[src/logic/bsx_pkg.sv]
// bsx_pkg: constants and types for the bit-serial eeprom host controller
// assumes a 25 MHz mclk; all strobe timing is counted in mclk cycles
package bsx_pkg;
  localparam int unsigned CLK_PERIOD_NS  = 40;
  localparam int unsigned STROBE_NS      = 80;   // least low time of a strobe
  localparam int unsigned STROBE_CYC     = (STROBE_NS + CLK_PERIOD_NS - 1) / CLK_PERIOD_NS;
  localparam int unsigned ADDR_BITS      = 16;
  localparam int unsigned BYTE_BITS      = 8;
  localparam logic [15:0] ADDR_TOP       = 16'hffff;
  localparam logic [15:0] ADDR_WRAP      = 16'h0000;
  localparam logic [15:0] CTRL_ADDR      = 16'hffff;
  localparam int unsigned GUARD_BIT_POS  = 7;    // guard_pin_honor_bit position
  localparam logic [3:0]  CNT_RESET      = 4'h0;
  localparam logic [7:0]  DATA_RESET     = 8'h00;

  // command codes presented on the user port
  typedef enum logic [1:0] {
    BSX_CMD_READ   = 2'h0,   // addressed read of one or more bytes
    BSX_CMD_WRITE  = 2'h1,   // page load then start nonvolatile write
    BSX_CMD_POLL   = 2'h2,   // single status read of the data line
    BSX_CMD_RESET  = 2'h3    // read / write-0 / read triple only
  } bsx_cmd_t;

  // one bus cycle kind on the pins
  typedef enum logic [1:0] {
    BSX_CYC_RD  = 2'h0,
    BSX_CYC_WR  = 2'h1,
    BSX_CYC_IDL = 2'h2
  } bsx_cyc_t;
endpackage

[src/logic/bsx_cyc_if.sv]
// bsx_cyc_if: request and answer of a single pin bus cycle
// assumes both ends run on mclk
`timescale 1ns/10ps
interface bsx_cyc_if;
  import bsx_pkg::*;
  logic     req;    // pulse: start one cycle
  bsx_cyc_t kind;   // read or write cycle
  logic     wbit;   // bit to write
  logic     done;   // pulse: cycle finished
  logic     rbit;   // sampled bit on a read
  modport seq (output req, output kind, output wbit, input done, input rbit);
  modport eng (input req, input kind, input wbit, output done, output rbit);
endinterface

[src/logic/bsx_cycle.sv]
// bsx_cycle: runs one chip-selected bus cycle on the eeprom pins
// assumes sio_in already passed two flip-flops upstream
`timescale 1ns/10ps
module bsx_cycle
  import bsx_pkg::*;
#(
  parameter int unsigned STROBE = STROBE_CYC
)(
  input  wire logic mclk,
  input  wire logic reset_n,
  bsx_cyc_if.eng    cyc,
  input  wire logic sio_sync,
  output logic      ce_n,
  output logic      oe_n,
  output logic      we_n,
  output logic      sio_out,
  output logic      sio_oe_n
);
  import bsx_pkg::*;

  // the read sample needs the strobe to outlast the two-flop pin path
  if (STROBE < 2 || STROBE > 15)
  begin : g_bad_strobe
    $error("bsx_cycle: STROBE out of range");
  end

  typedef enum logic [1:0] {BSX_C_IDLE, BSX_C_LOW, BSX_C_HOLD} bsx_cst_t;
  bsx_cst_t   st, next_st;
  logic [3:0] cnt, next_cnt;
  logic       next_ce_n, next_oe_n, next_we_n, next_sio_out, next_sio_oe_n;
  logic       next_done, next_rbit;

  // strobe sequencer; ce rises together with we so data is latched there
  always_comb
  begin
    next_st       = st;
    next_cnt      = cnt;
    next_ce_n     = ce_n;
    next_oe_n     = oe_n;
    next_we_n     = we_n;
    next_sio_out  = sio_out;
    next_sio_oe_n = sio_oe_n;
    next_done     = 1'b0;
    next_rbit     = cyc.rbit;
    unique case (st)
      BSX_C_IDLE:
        if (cyc.req)
        begin
          next_st   = BSX_C_LOW;
          next_cnt  = CNT_RESET;
          next_ce_n = 1'b0;
          if (cyc.kind == BSX_CYC_WR)
          begin
            next_we_n     = 1'b0;
            next_oe_n     = 1'b1;
            next_sio_out  = cyc.wbit;
            next_sio_oe_n = 1'b0;
          end
          else
          begin
            next_oe_n     = 1'b0;
            next_we_n     = 1'b1;
            next_sio_oe_n = 1'b1;
          end
        end
      BSX_C_LOW:
        if (cnt == 4'(STROBE - 1))
        begin
          next_st   = BSX_C_HOLD;
          next_ce_n = 1'b1;
          next_we_n = 1'b1;
          next_oe_n = 1'b1;
        end
        else
          next_cnt = cnt + 4'h1;
      BSX_C_HOLD:
      begin
        next_st       = BSX_C_IDLE;           // data held one cycle past the edge
        next_sio_oe_n = 1'b1;
        next_done     = 1'b1;
        // synchroniser output now shows the pin as it stood at the last strobe-low edge
        next_rbit     = sio_sync;
      end
    endcase
  end

  // registers of the cycle engine
  always_ff @(posedge mclk)
  begin
    if (!reset_n)
    begin
      st       <= BSX_C_IDLE;
      cnt      <= CNT_RESET;
      ce_n     <= 1'b1;
      oe_n     <= 1'b1;
      we_n     <= 1'b1;
      sio_out  <= 1'b0;
      sio_oe_n <= 1'b1;
      cyc.done <= 1'b0;
      cyc.rbit <= 1'b0;
    end
    else
    begin
      st       <= next_st;
      cnt      <= next_cnt;
      ce_n     <= next_ce_n;
      oe_n     <= next_oe_n;
      we_n     <= next_we_n;
      sio_out  <= next_sio_out;
      sio_oe_n <= next_sio_oe_n;
      cyc.done <= next_done;
      cyc.rbit <= next_rbit;
    end
  end
endmodule // bsx_cycle

[src/logic/bsx_host.sv]
// bsx_host: host controller for a bit-serial bus eeprom
// assumes a 25 MHz mclk, synchronous active-low reset, eeprom pins on sio/ce/oe/we
//
// Function
// - host drives write enable low for every bit or command write.
// - host never holds write and output enable low together.
// - read starts with 16 address bits, msb first, no reads between.
// - each byte read through 8 read cycles, write enable high.
// - host issues reset triple before every read and write sequence.
// - page load closed by read, write 1, read to start write.
`timescale 1ns/10ps
module bsx_host
  import bsx_pkg::*;
#(
  parameter int unsigned STROBE = STROBE_CYC
)(
  input  wire logic             mclk,
  input  wire logic             reset_n,
  input  wire logic             cmd_valid,
  input  bsx_pkg::bsx_cmd_t     cmd,
  input  wire logic [15:0]      cmd_addr,
  input  wire logic [5:0]       cmd_len,
  input  wire logic             wr_valid,
  input  wire logic [7:0]       wr_data,
  input  wire logic             guard_pin_n,
  input  wire logic             guard_pin_honor_bit,
  input  wire logic             sio_in,
  output logic                  cmd_ready,
  output logic                  wr_take,
  output logic                  rd_valid,
  output logic [7:0]            rd_data,
  output logic                  busy_nv,
  output logic                  refused,
  output logic                  sio_out,
  output logic                  sio_oe_n,
  output logic                  ce_n,
  output logic                  oe_n,
  output logic                  we_n
);
  import bsx_pkg::*;

  typedef enum logic [3:0] {
    BSX_IDLE, BSX_RST_R1, BSX_RST_W0, BSX_RST_R2, BSX_ADDR, BSX_RBYTE,
    BSX_RSTOP, BSX_WBYTE, BSX_GO_R, BSX_GO_W1, BSX_GO_R2, BSX_POLL
  } bsx_st_t;

  bsx_cyc_if cyc ();

  bsx_st_t     st, next_st;
  bsx_cmd_t    op, next_op;
  logic [15:0] sh, next_sh;
  logic [3:0]  bits, next_bits;
  logic [5:0]  left, next_left;
  logic        issued, next_issued;
  logic        next_cmd_ready, next_wr_take, next_rd_valid, next_busy_nv, next_refused;
  logic [7:0]  next_rd_data;
  logic [1:0]  gsync, sio_s;
  logic        ctrl_wr, next_ctrl_wr;

  // two-flop synchronisers for the pins from outside
  always_ff @(posedge mclk)
  begin
    if (!reset_n)
    begin
      gsync      <= 2'h3;
      sio_s      <= 2'h3;
    end
    else
    begin
      gsync      <= {gsync[0], guard_pin_n};
      sio_s      <= {sio_s[0], sio_in};
    end
  end

  // control register write refused while guarded
  function automatic logic guarded(input logic pin, input logic honor);
    return honor && !pin;
  endfunction

  bsx_cycle #(.STROBE(STROBE)) u_cycle (
    .mclk     (mclk),
    .reset_n  (reset_n),
    .cyc      (cyc.eng),
    .sio_sync (sio_s[1]),
    .ce_n     (ce_n),
    .oe_n     (oe_n),
    .we_n     (we_n),
    .sio_out  (sio_out),
    .sio_oe_n (sio_oe_n)
  );

  // sequence controller: one pin cycle in flight at a time, static between them
  always_comb
  begin
    next_st        = st;
    next_op        = op;
    next_sh        = sh;
    next_bits      = bits;
    next_left      = left;
    next_issued    = issued;
    next_ctrl_wr   = ctrl_wr;
    next_cmd_ready = 1'b0;
    next_wr_take   = 1'b0;
    next_rd_valid  = 1'b0;
    next_rd_data   = rd_data;
    next_busy_nv   = busy_nv;
    next_refused   = 1'b0;
    cyc.req        = 1'b0;
    cyc.kind       = BSX_CYC_IDL;
    cyc.wbit       = 1'b0;
    unique case (st)
      BSX_IDLE:   ;
      BSX_RST_R1, BSX_RST_R2, BSX_RBYTE, BSX_GO_R, BSX_GO_R2, BSX_POLL:
        cyc.kind = BSX_CYC_RD;
      BSX_RST_W0: cyc.kind = BSX_CYC_WR;
      BSX_ADDR, BSX_WBYTE:
      begin
        cyc.kind = BSX_CYC_WR;
        cyc.wbit = sh[15];
      end
      BSX_RSTOP, BSX_GO_W1:
      begin
        cyc.kind = BSX_CYC_WR;
        cyc.wbit = 1'b1;
      end
    endcase
    cyc.req = (st != BSX_IDLE) && !issued;
    if (cyc.req)
      next_issued = 1'b1;
    if (st == BSX_IDLE)
    begin
      next_cmd_ready = 1'b1;
      if (cmd_valid && cmd_ready)
      begin
        next_cmd_ready = 1'b0;
        next_op        = cmd;
        next_sh        = cmd_addr;
        next_left      = cmd_len;
        next_ctrl_wr   = (cmd_addr == CTRL_ADDR);
        next_st        = (cmd == BSX_CMD_POLL) ? BSX_POLL : BSX_RST_R1;
        if (cmd == BSX_CMD_WRITE && cmd_addr == CTRL_ADDR && guarded(gsync[1], guard_pin_honor_bit))
        begin
          next_refused   = 1'b1;
          next_st        = BSX_IDLE;
          next_cmd_ready = 1'b1;
        end
      end
    end
    else if (cyc.done)
    begin
      next_issued = 1'b0;
      next_bits   = bits + 4'h1;
      unique case (st)
        BSX_RST_R1: next_st = BSX_RST_W0;
        BSX_RST_W0: next_st = BSX_RST_R2;
        BSX_RST_R2:
        begin
          next_bits = CNT_RESET;
          next_st   = (op == BSX_CMD_RESET) ? BSX_IDLE : BSX_ADDR;
        end
        BSX_ADDR:
        begin
          next_sh = {sh[14:0], 1'b0};
          if (bits == 4'(ADDR_BITS - 1))
          begin
            next_bits = CNT_RESET;
            if (op == BSX_CMD_WRITE)
            begin
              next_sh[15:8] = wr_data;
              next_wr_take  = 1'b1;
              next_st       = BSX_WBYTE;
            end
            else
              next_st = BSX_RBYTE;
          end
        end
        BSX_RBYTE:
        begin
          next_sh[7:0] = {sh[6:0], cyc.rbit};
          if (bits == 4'(BYTE_BITS - 1))
          begin
            next_bits     = CNT_RESET;
            next_rd_valid = 1'b1;
            next_rd_data  = {sh[6:0], cyc.rbit};
            next_left     = left - 6'h1;
            next_st       = (left <= 6'h1) ? BSX_RSTOP : BSX_RBYTE;
          end
        end
        BSX_WBYTE:
        begin
          next_sh = {sh[14:0], 1'b0};
          if (bits == 4'(BYTE_BITS - 1))
          begin
            next_bits = CNT_RESET;
            next_left = left - 6'h1;
            if (left > 6'h1 && wr_valid)
            begin
              next_sh[15:8] = wr_data;
              next_wr_take  = 1'b1;
            end
            else
              next_st = BSX_GO_R;
          end
        end
        BSX_GO_R:   next_st = BSX_GO_W1;
        BSX_GO_W1:  next_st = BSX_GO_R2;
        BSX_GO_R2:
        begin
          next_busy_nv = 1'b1;
          next_st      = BSX_IDLE;
        end
        BSX_POLL:
        begin
          next_busy_nv = !cyc.rbit;
          next_st      = BSX_IDLE;
        end
        BSX_RSTOP:  next_st = BSX_IDLE;
        default:    next_st = BSX_IDLE;
      endcase
    end
    // guard falling during a control register load or the start sequence's read and write 1 aborts it before the closing read
    // a fall between pin cycles is held by the level, so it is seen at the next cycle end
    if (op == BSX_CMD_WRITE && ctrl_wr && (st == BSX_WBYTE || st == BSX_GO_R || st == BSX_GO_W1)
        && cyc.done && guarded(gsync[1], guard_pin_honor_bit))
    begin
      next_st      = BSX_RST_R1;
      next_op      = BSX_CMD_RESET;
      next_refused = 1'b1;
      next_wr_take = 1'b0;
    end
  end

  // controller registers
  always_ff @(posedge mclk)
  begin
    if (!reset_n)
    begin
      st        <= BSX_IDLE;
      op        <= BSX_CMD_RESET;
      ctrl_wr   <= 1'b0;
      sh        <= ADDR_WRAP;
      bits      <= CNT_RESET;
      left      <= 6'h00;
      issued    <= 1'b0;
      cmd_ready <= 1'b0;
      wr_take   <= 1'b0;
      rd_valid  <= 1'b0;
      rd_data   <= DATA_RESET;
      busy_nv   <= 1'b0;
      refused   <= 1'b0;
    end
    else
    begin
      st        <= next_st;
      op        <= next_op;
      ctrl_wr   <= next_ctrl_wr;
      sh        <= next_sh;
      bits      <= next_bits;
      left      <= next_left;
      issued    <= next_issued;
      cmd_ready <= next_cmd_ready;
      wr_take   <= next_wr_take;
      rd_valid  <= next_rd_valid;
      rd_data   <= next_rd_data;
      busy_nv   <= next_busy_nv;
      refused   <= next_refused;
    end
  end
endmodule // bsx_host

[config.mk]
export PLATFORM = sky130hd
export DESIGN_NAME = bsx_host
export DESIGN_NICKNAME = d
export VERILOG_FILES = /design/src/logic/bsx_pkg.sv /design/src/logic/bsx_cyc_if.sv /design/src/logic/bsx_cycle.sv /design/src/logic/bsx_host.sv
export SDC_FILE = /design/constraint.sdc
export NUM_CORES = 1
export LEC_CHECK = 0
export BUFFER_PORTS_ARGS = -buffer_cell sky130_fd_sc_hd__buf_2
export CORE_MARGIN = 2
export CORE_UTILIZATION = 52
export CTS_BUF_LIST = sky130_fd_sc_hd__clkbuf_8
export CTS_CLUSTER_SIZE = 12
export DETAILED_ROUTE_END_ITERATION = 6
export PLACE_DENSITY = 0.75
export SLEW_MARGIN = 20
export SYNTH_ARGS = -nofsm -noshare
export SYNTH_HDL_FRONTEND = slang
export SYNTH_SLANG_ARGS = --single-unit
[constraint.sdc]
create_clock -name mclk -period 2.2 [get_ports mclk]
set_input_delay 0.11 -clock mclk [delete_from_list [all_inputs] [get_ports mclk]]
set_output_delay 0.11 -clock mclk [all_outputs]
set_load 0.005 [all_outputs]
==> results of run 1 <==
final timing paths:
kind              end  slack (ns)      from  cells past startpoint
min             op[0]        0.03    cmd[0]                      3
min reg2reg  sio_s[1]        0.41  sio_s[0]                      1
max            sh[14]        0.16   left[0]                      7
max reg2reg    sh[14]        0.16   left[0]                      7
routing by layer:
metal  up-vias  GRT usage [%]  share of wire (%)  routed length, um
met5         -              0                  0                  0
met4         0           9.97                2.0                177
met3        14           7.08                5.9                526
met2       108           40.0                 47               4250
met1      1508           35.3                 45               4010
li1       1599              -                  -                  -
report_power, final:
part / internal (mW) / switching (mW) / leakage [nW]
combinational: 0.459 / 0.649 / 0.947
clock: 0.655 / 0.451 / 0.120
sequential: 1.28 / 0.123 / 0.521
registers in the layout, summed over array words and instances (netlist names), 2 cells and up, named ones only:
signal,count
bits,4
gsync,2
left,6
op,2
rd_data,8
sh,16
sio_s,2
st,4
u_cycle.cnt,4
u_cycle.st,2
final cells by class:
type	count	area [um2]	share of cell area (%)
multi-input combinational	311	1920	48.4
sequential	64	1280	32.3
timing repair buffer	74	420	10.6
clock buffer	10	138	3.47
tap	77	96.3	2.43
clock inverter	6	76.3	1.92
inverter	9	33.8	0.851
worst max-delay path, delay by kind of cell, from the launching register on:
family	cells	cell delay [ns]
AND/OR/NAND/NOR	2	0.51
adder cells (fa/ha/maj)	1	0.27
flip-flops	1	0.42
AO/OA/AOI/OAI	3	0.63
buffers and inverters	1	0.10
cell usage in the layout, fill, tap and decap left out, types with 3 or more instances in the layout:
cell / netlist / layout
a21o_1: 4 / 4
nor4b_1: 3 / 3
nand4_1: 6 / 6
a211oi_1: 4 / 4
nand2b_1: 11 / 11
nor3_1: 8 / 8
inv_1: 8 / 11
o21ai_0: 10 / 10
nor2_1: 53 / 52
clkbuf_8: 0 / 10
buf_2: 8 / 56
buf_4: 1 / 16
nor3b_1: 3 / 3
a32o_1: 8 / 8
dfxtp_1: 64 / 64
o31ai_1: 3 / 3
mux2i_1: 9 / 9
a31oi_1: 3 / 3
nand3_1: 11 / 11
nand2_1: 51 / 51
a311oi_1: 10 / 10
and2_1: 3 / 3
or3_1: 17 / 17
a21oi_1: 31 / 31
and3_1: 4 / 4
a211o_1: 3 / 3
ha_1: 8 / 8
nor2b_1: 6 / 6
o21a_1: 6 / 6
metrics by stage:
stage | worst slack (ns) | area, um2 | std cells
4_1_cts | 0.122 | 3970 | 551
6_report | 0.161 | 3970 | 551
3_5_place_dp | 0.158 | 3730 | 533
5_1_grt | 0.0207 | 3970 | 551
3_3_place_gp | 0.211 | 3730 | 533
2_1_floorplan | 0.286 | 3350 | 408
kinds of logic (layout without fill, tap and decap cells):
family	Yosys count	after routing	share of synthesized area, %
simple gates	189	189	28.3
compound gates	103	103	22.7
flops	64	64	38.2
buf+inv	33	99	4.55
mux	9	9	2.69
fa+ha+maj	8	8	2.99
xor+xnor	2	2	0.522
timing repair:
action	4_1_cts	5_1_grt
resized for setup	0	1
hold buffers	2	0
hold endpoints to repair	2	0
buffers inserted	0	0
setup endpoints to repair	0	8
==> impl_metrics.csv, run 1 <==
group,metric,value,unit
run_status,status,"finished clean",
logic_synthesis,synth_area_leaders,"dfxtp_1, nor2_1, nand2_1",
logic_synthesis,synth_top_area_cell,"dfxtp_1",
logic_synthesis,netlist.area_leader.share,38.2,%
floorplanning,io_pins,57,
cells_and_area,fillers,541,
cts,cts_buffers,9,
cts,cts-root-buf,"clkbuf_8",
setup_path,crit_type,"reg -> reg",
logic_synthesis,netlist_area,3350,um2
grt,first_global_vias,2998,
drt,first_pass_iters,5,
logic_synthesis,syn_area_per_cell,8.22,um2
cts,cts.sinks,64,
setup_path,critPathMaxStageDelay,0.42,ns
logic_synthesis,synth_edf_count,0,
pwr,cellPowerDensity,913,nW/um2
sta,tightestPinTransition,0.639,ns
floorplanning,row_count,29,
logic_synthesis,synth_nets,455,
setup_path,cp-end-kind,"flip-flop",
drt,wl_per_cell,16.3,um
grt,grt-ovfl-total,0,
cts,clock_path_buffers,2,
cells_and_area,drive_above_1_share,20.7,%
pwr,p_total,3.62,mW
logic_synthesis,yosys.cell_types.count,62,
setup_path,critPathMaxFanout,8,
drt,avgViaCountPerCell,5.86,
cells_and_area,diodes,0,
sta,final_hold_viol_count,0,
logic_synthesis,yosys_most_used_dff,"dfxtp_1",
grt,antenna_found_initial,0,
grt,globalRouteTotalUtil,26.1,%
setup_path,crit_arrival,2.28,ns
pwr,ir_drop,0.559,mV
pwr,p_leak,1.59,nW
drt,vias,3229,
grt,grt_max_degree,37,
cts,cts_max_level,3,
cells_and_area,fin_nets,516,
setup_path,cp-start-kind,"flip-flop",
setup_path,crit_required,2.44,ns
hold_path,hold_path.class,"in -> reg",
placement,finalWeightedCongestion,0.971,
cells_and_area,synthToLayoutAreaGrowth,18.3,%
sta,max_freq,490,MHz
logic_synthesis,synth-async-reset-ratio,0,%
logic_synthesis,synth_common_cells,"dfxtp_1, nor2_1, nand2_1",
cts,clkTransAtPathRegs,0.07,ns
sta,fin_tns_setup,0,ns
sta,period_needed,2.04,ns
logic_synthesis,synth_seq_area_share,38.2,%
placement,portBuffers,56,
grt,grt_pass1_wl,14800,um
cts,clk_latency,0.34,ns
cells_and_area,fin_util,63.2,%
sta,holdWs,0.0335,ns
sta,setup_viol_count_final,0,
drt,routed_wl,8970,um
logic_synthesis,synth_seq_cells,64,
sta,max_slew_margin,56.8,%
setup_path,crit_chain,"inv_1 > ha_1 > nor2_2 > o211ai_2 > o21a_1 > or3_1 > a32o_1",
placement,dp_hpwl,6320,um
logic_synthesis,yosysMostFrequentCell,"dfxtp_1",
sta,fin_crit_sh,92.7,%
sta,slew_violations,0,
sta,rsz0062_at_grt,"no",
floorplanning,core_area,6280,um2
drt,antenna_left,0,
logic_synthesis,synth_warnings,0,
drt,drc_errors,0,
flow_run,cap_violations,0,
floorplanning,die_area,7110,um2
setup_path,critPathSlowestCell,"dfxtp_1",
floorplanning,die_x,84.3,um
floorplanning,start_util,53.4,%
cts,cts_tree,"built",
floorplanning,die_height,84.3,um
sta,fin_worst_skew,0.00501,ns
drt,drtIter0Drc,229,
logic_synthesis,synth_cells,408,
Power figures use the tool's default switching activity.
==> run 2, diff against run 1 <==
--- a/config.mk
+++ b/config.mk
@@ -8,10 +8,12 @@
 export BUFFER_PORTS_ARGS = -buffer_cell sky130_fd_sc_hd__buf_2
 export CORE_MARGIN = 2
 export CORE_UTILIZATION = 52
-export CTS_BUF_LIST = sky130_fd_sc_hd__clkbuf_8
+export CTS_BUF_LIST = sky130_fd_sc_hd__clkbuf_16
 export CTS_CLUSTER_SIZE = 12
 export DETAILED_ROUTE_END_ITERATION = 6
+export HOLD_SLACK_MARGIN = 0.12
 export PLACE_DENSITY = 0.75
+export SKIP_CTS_REPAIR_TIMING = 1
 export SLEW_MARGIN = 20
 export SYNTH_ARGS = -nofsm -noshare
 export SYNTH_HDL_FRONTEND = slang
==> run 2 against run 1 <==
Clock power grew 32%. Critical path depth is the same. Utilization grew 3.4 points. Sequential power is essentially flat. Largest power group is now the clock network. Via count grew 2.9%. Count of clock-buffer cells in the layout shrank 1. Die area is the same.
==> impl_metrics.csv, run 2 (same netlist as run 1, synthesis figures left out) <==
group,metric,value,unit
placement,portBuffers,56,
placement,placed_area,3730,um2
cts,cts-root-buf,"clkbuf_16",
cts,cts_max_level,3,
drt,drtIter0Drc,265,
placement,post-place-ws,0.158,ns
sta,max_slew_margin,60.3,%
sta,fin_ws,0.135,ns
drt,first_pass_iters,6,
placement,finalWeightedCongestion,0.971,
sta,final_hold_viol_count,0,
cts,clock_path_buffers,2,
cells_and_area,final_common_cell,"dfxtp_1",
sta,fin_tns_setup,0,ns
cells_and_area,reg_top3,"sh (16), rd_data (8), left (6)",
placement,dp_hpwl,6320,um
pwr,ir_drop,0.565,mV
floorplanning,die_area,7110,um2
drt,wl_per_cell,16.3,um
cells_and_area,final_cell_area,4180,um2
drt,drc_errors,0,
pwr,p_total,4.00,mW
cts,cts_tree,"built",
floorplanning,core_area,6280,um2
hold_path,hold_start,"wr_data[3]",
floorplanning,die_x,84.3,um
hold_path,hold_path.class,"in -> reg",
setup_path,critPathMaxFanout,8,
setup_path,crit_required,2.42,ns
grt,grt_pass1_wl,14700,um
setup_path,cp-end-kind,"flip-flop",
drt,vias,3322,
sta,period_needed,2.07,ns
cells_and_area,mostFrequentLayoutCells,"dfxtp_1, buf_2, nor2_1",
grt,first_global_vias,2969,
grt,grt_max_degree,37,
run_status,status,"finished clean",
grt,grt-ovfl-total,0,
setup_path,crit_arrival,2.28,ns
sta,max_freq,484,MHz
pwr,p_leak,1.68,nW
hold_path,hold_end,"sh[11]",
flow_run,cap_violations,0,
drt,routed_wl,9160,um
setup_path,r2r_end,"sh[13]",
setup_path,r2r_start,"left[0]",
cts,cts.sinks,64,
floorplanning,row_count,29,
setup_path,rr_worst_depth,7,
cells_and_area,largest_reg_flops,16,
grt,globalRouteTotalUtil,26.1,%
setup_path,cp-start-kind,"flip-flop",
sta,rsz0062_at_grt,"no",
drt,antenna_left,0,
cells_and_area,synthToLayoutAreaGrowth,24.6,%
grt,antenna_found_initial,0,
floorplanning,start_util,53.4,%
sta,fin_worst_skew,0.00461,ns
cells_and_area,fin_nets,528,
drt,avgViaCountPerCell,5.90,
cells_and_area,diodes,0,
setup_path,timing.reg2reg.setup_slack,0.13,ns
setup_path,crit_type,"reg -> reg",
sta,slew_violations,0,
sta,fin_crit_sh,93.9,%
floorplanning,die_height,84.3,um
cts,cts_buffers,9,
cells_and_area,max_flop_register,"sh",
pwr,cellPowerDensity,958,nW/um2
cts,clk_latency,0.33,ns
cts,clkTransAtPathRegs,0.05,ns
sta,tightestPinTransition,0.588,ns
cells_and_area,drive_above_1_share,20.0,%
hold_path,whs_path_depth,3,
sta,setup_viol_count_final,0,
floorplanning,io_pins,57,
run 2: changes by cell type in the layout (fill, tap and decap cells not counted):
cell	delta
clkbuf_16	+9
clkbuf_8	-10
clkinv_1	+1
dlygate4sd3_1	+12
run 2: stage by stage:
step,util (%),std cells,hold WS (ns)
final,66.6,563,0.121
after global routing,66.6,563,0.137
after CTS,64.3,549,-0.0473
after detailed placement,59.4,533,0.293
after global placement,59.4,533,0.290
after floorplan,-,408,0.183
run 2: area by class of cell:
cell class | count | area [um2]
Clock buffer | 9 | 225
Inverter | 9 | 33.8
Tap cell | 77 | 96.3
Fill cell | 515 | 2100
Clock inverter | 7 | 80.1
Timing Repair Buffer | 86 | 541
Multi-Input combinational cell | 311 | 1920
Sequential cell | 64 | 1280
run 2: layer usage:
layer	GRT usage, %	share of wire, %	routed length, um
met1	35.7	44	4070
met2	39.5	47	4290
met3	6.00	6.2	567
met4	11.0	2.5	231
met5	0	0	0
run 2: how the worst max path moves through the flow:
| stage | start | endpoint | slack (ns) | cells after the start |
|---|---|---|---|---|
| after floorplan | left[0] | sh[15] | 0.29 | 7 |
| after global placement | left[0] | sh[8] | 0.21 | 7 |
| after detailed placement | left[0] | sh[13] | 0.16 | 7 |
| after CTS | left[0] | sh[13] | 0.13 | 7 |
| after global routing | left[0] | sh[12] | 0.02 | 7 |
| final | left[0] | sh[13] | 0.13 | 7 |
run 2: power by group:
group	internal, mW	leakage (nW)	switching (mW)
Clock	0.972	0.161	0.492
Sequential	1.29	0.521	0.123
Combinational	0.473	0.997	0.657
Total	2.73	1.68	1.27
run 2: critical path: stages, from the launching register on:
cell,delay (ns)
dfxtp_1,0.42
inv_1,0.10
ha_1,0.27
nor2_2,0.20
o211ai_2,0.15
o21a_1,0.22
or3_1,0.34
a32o_1,0.26
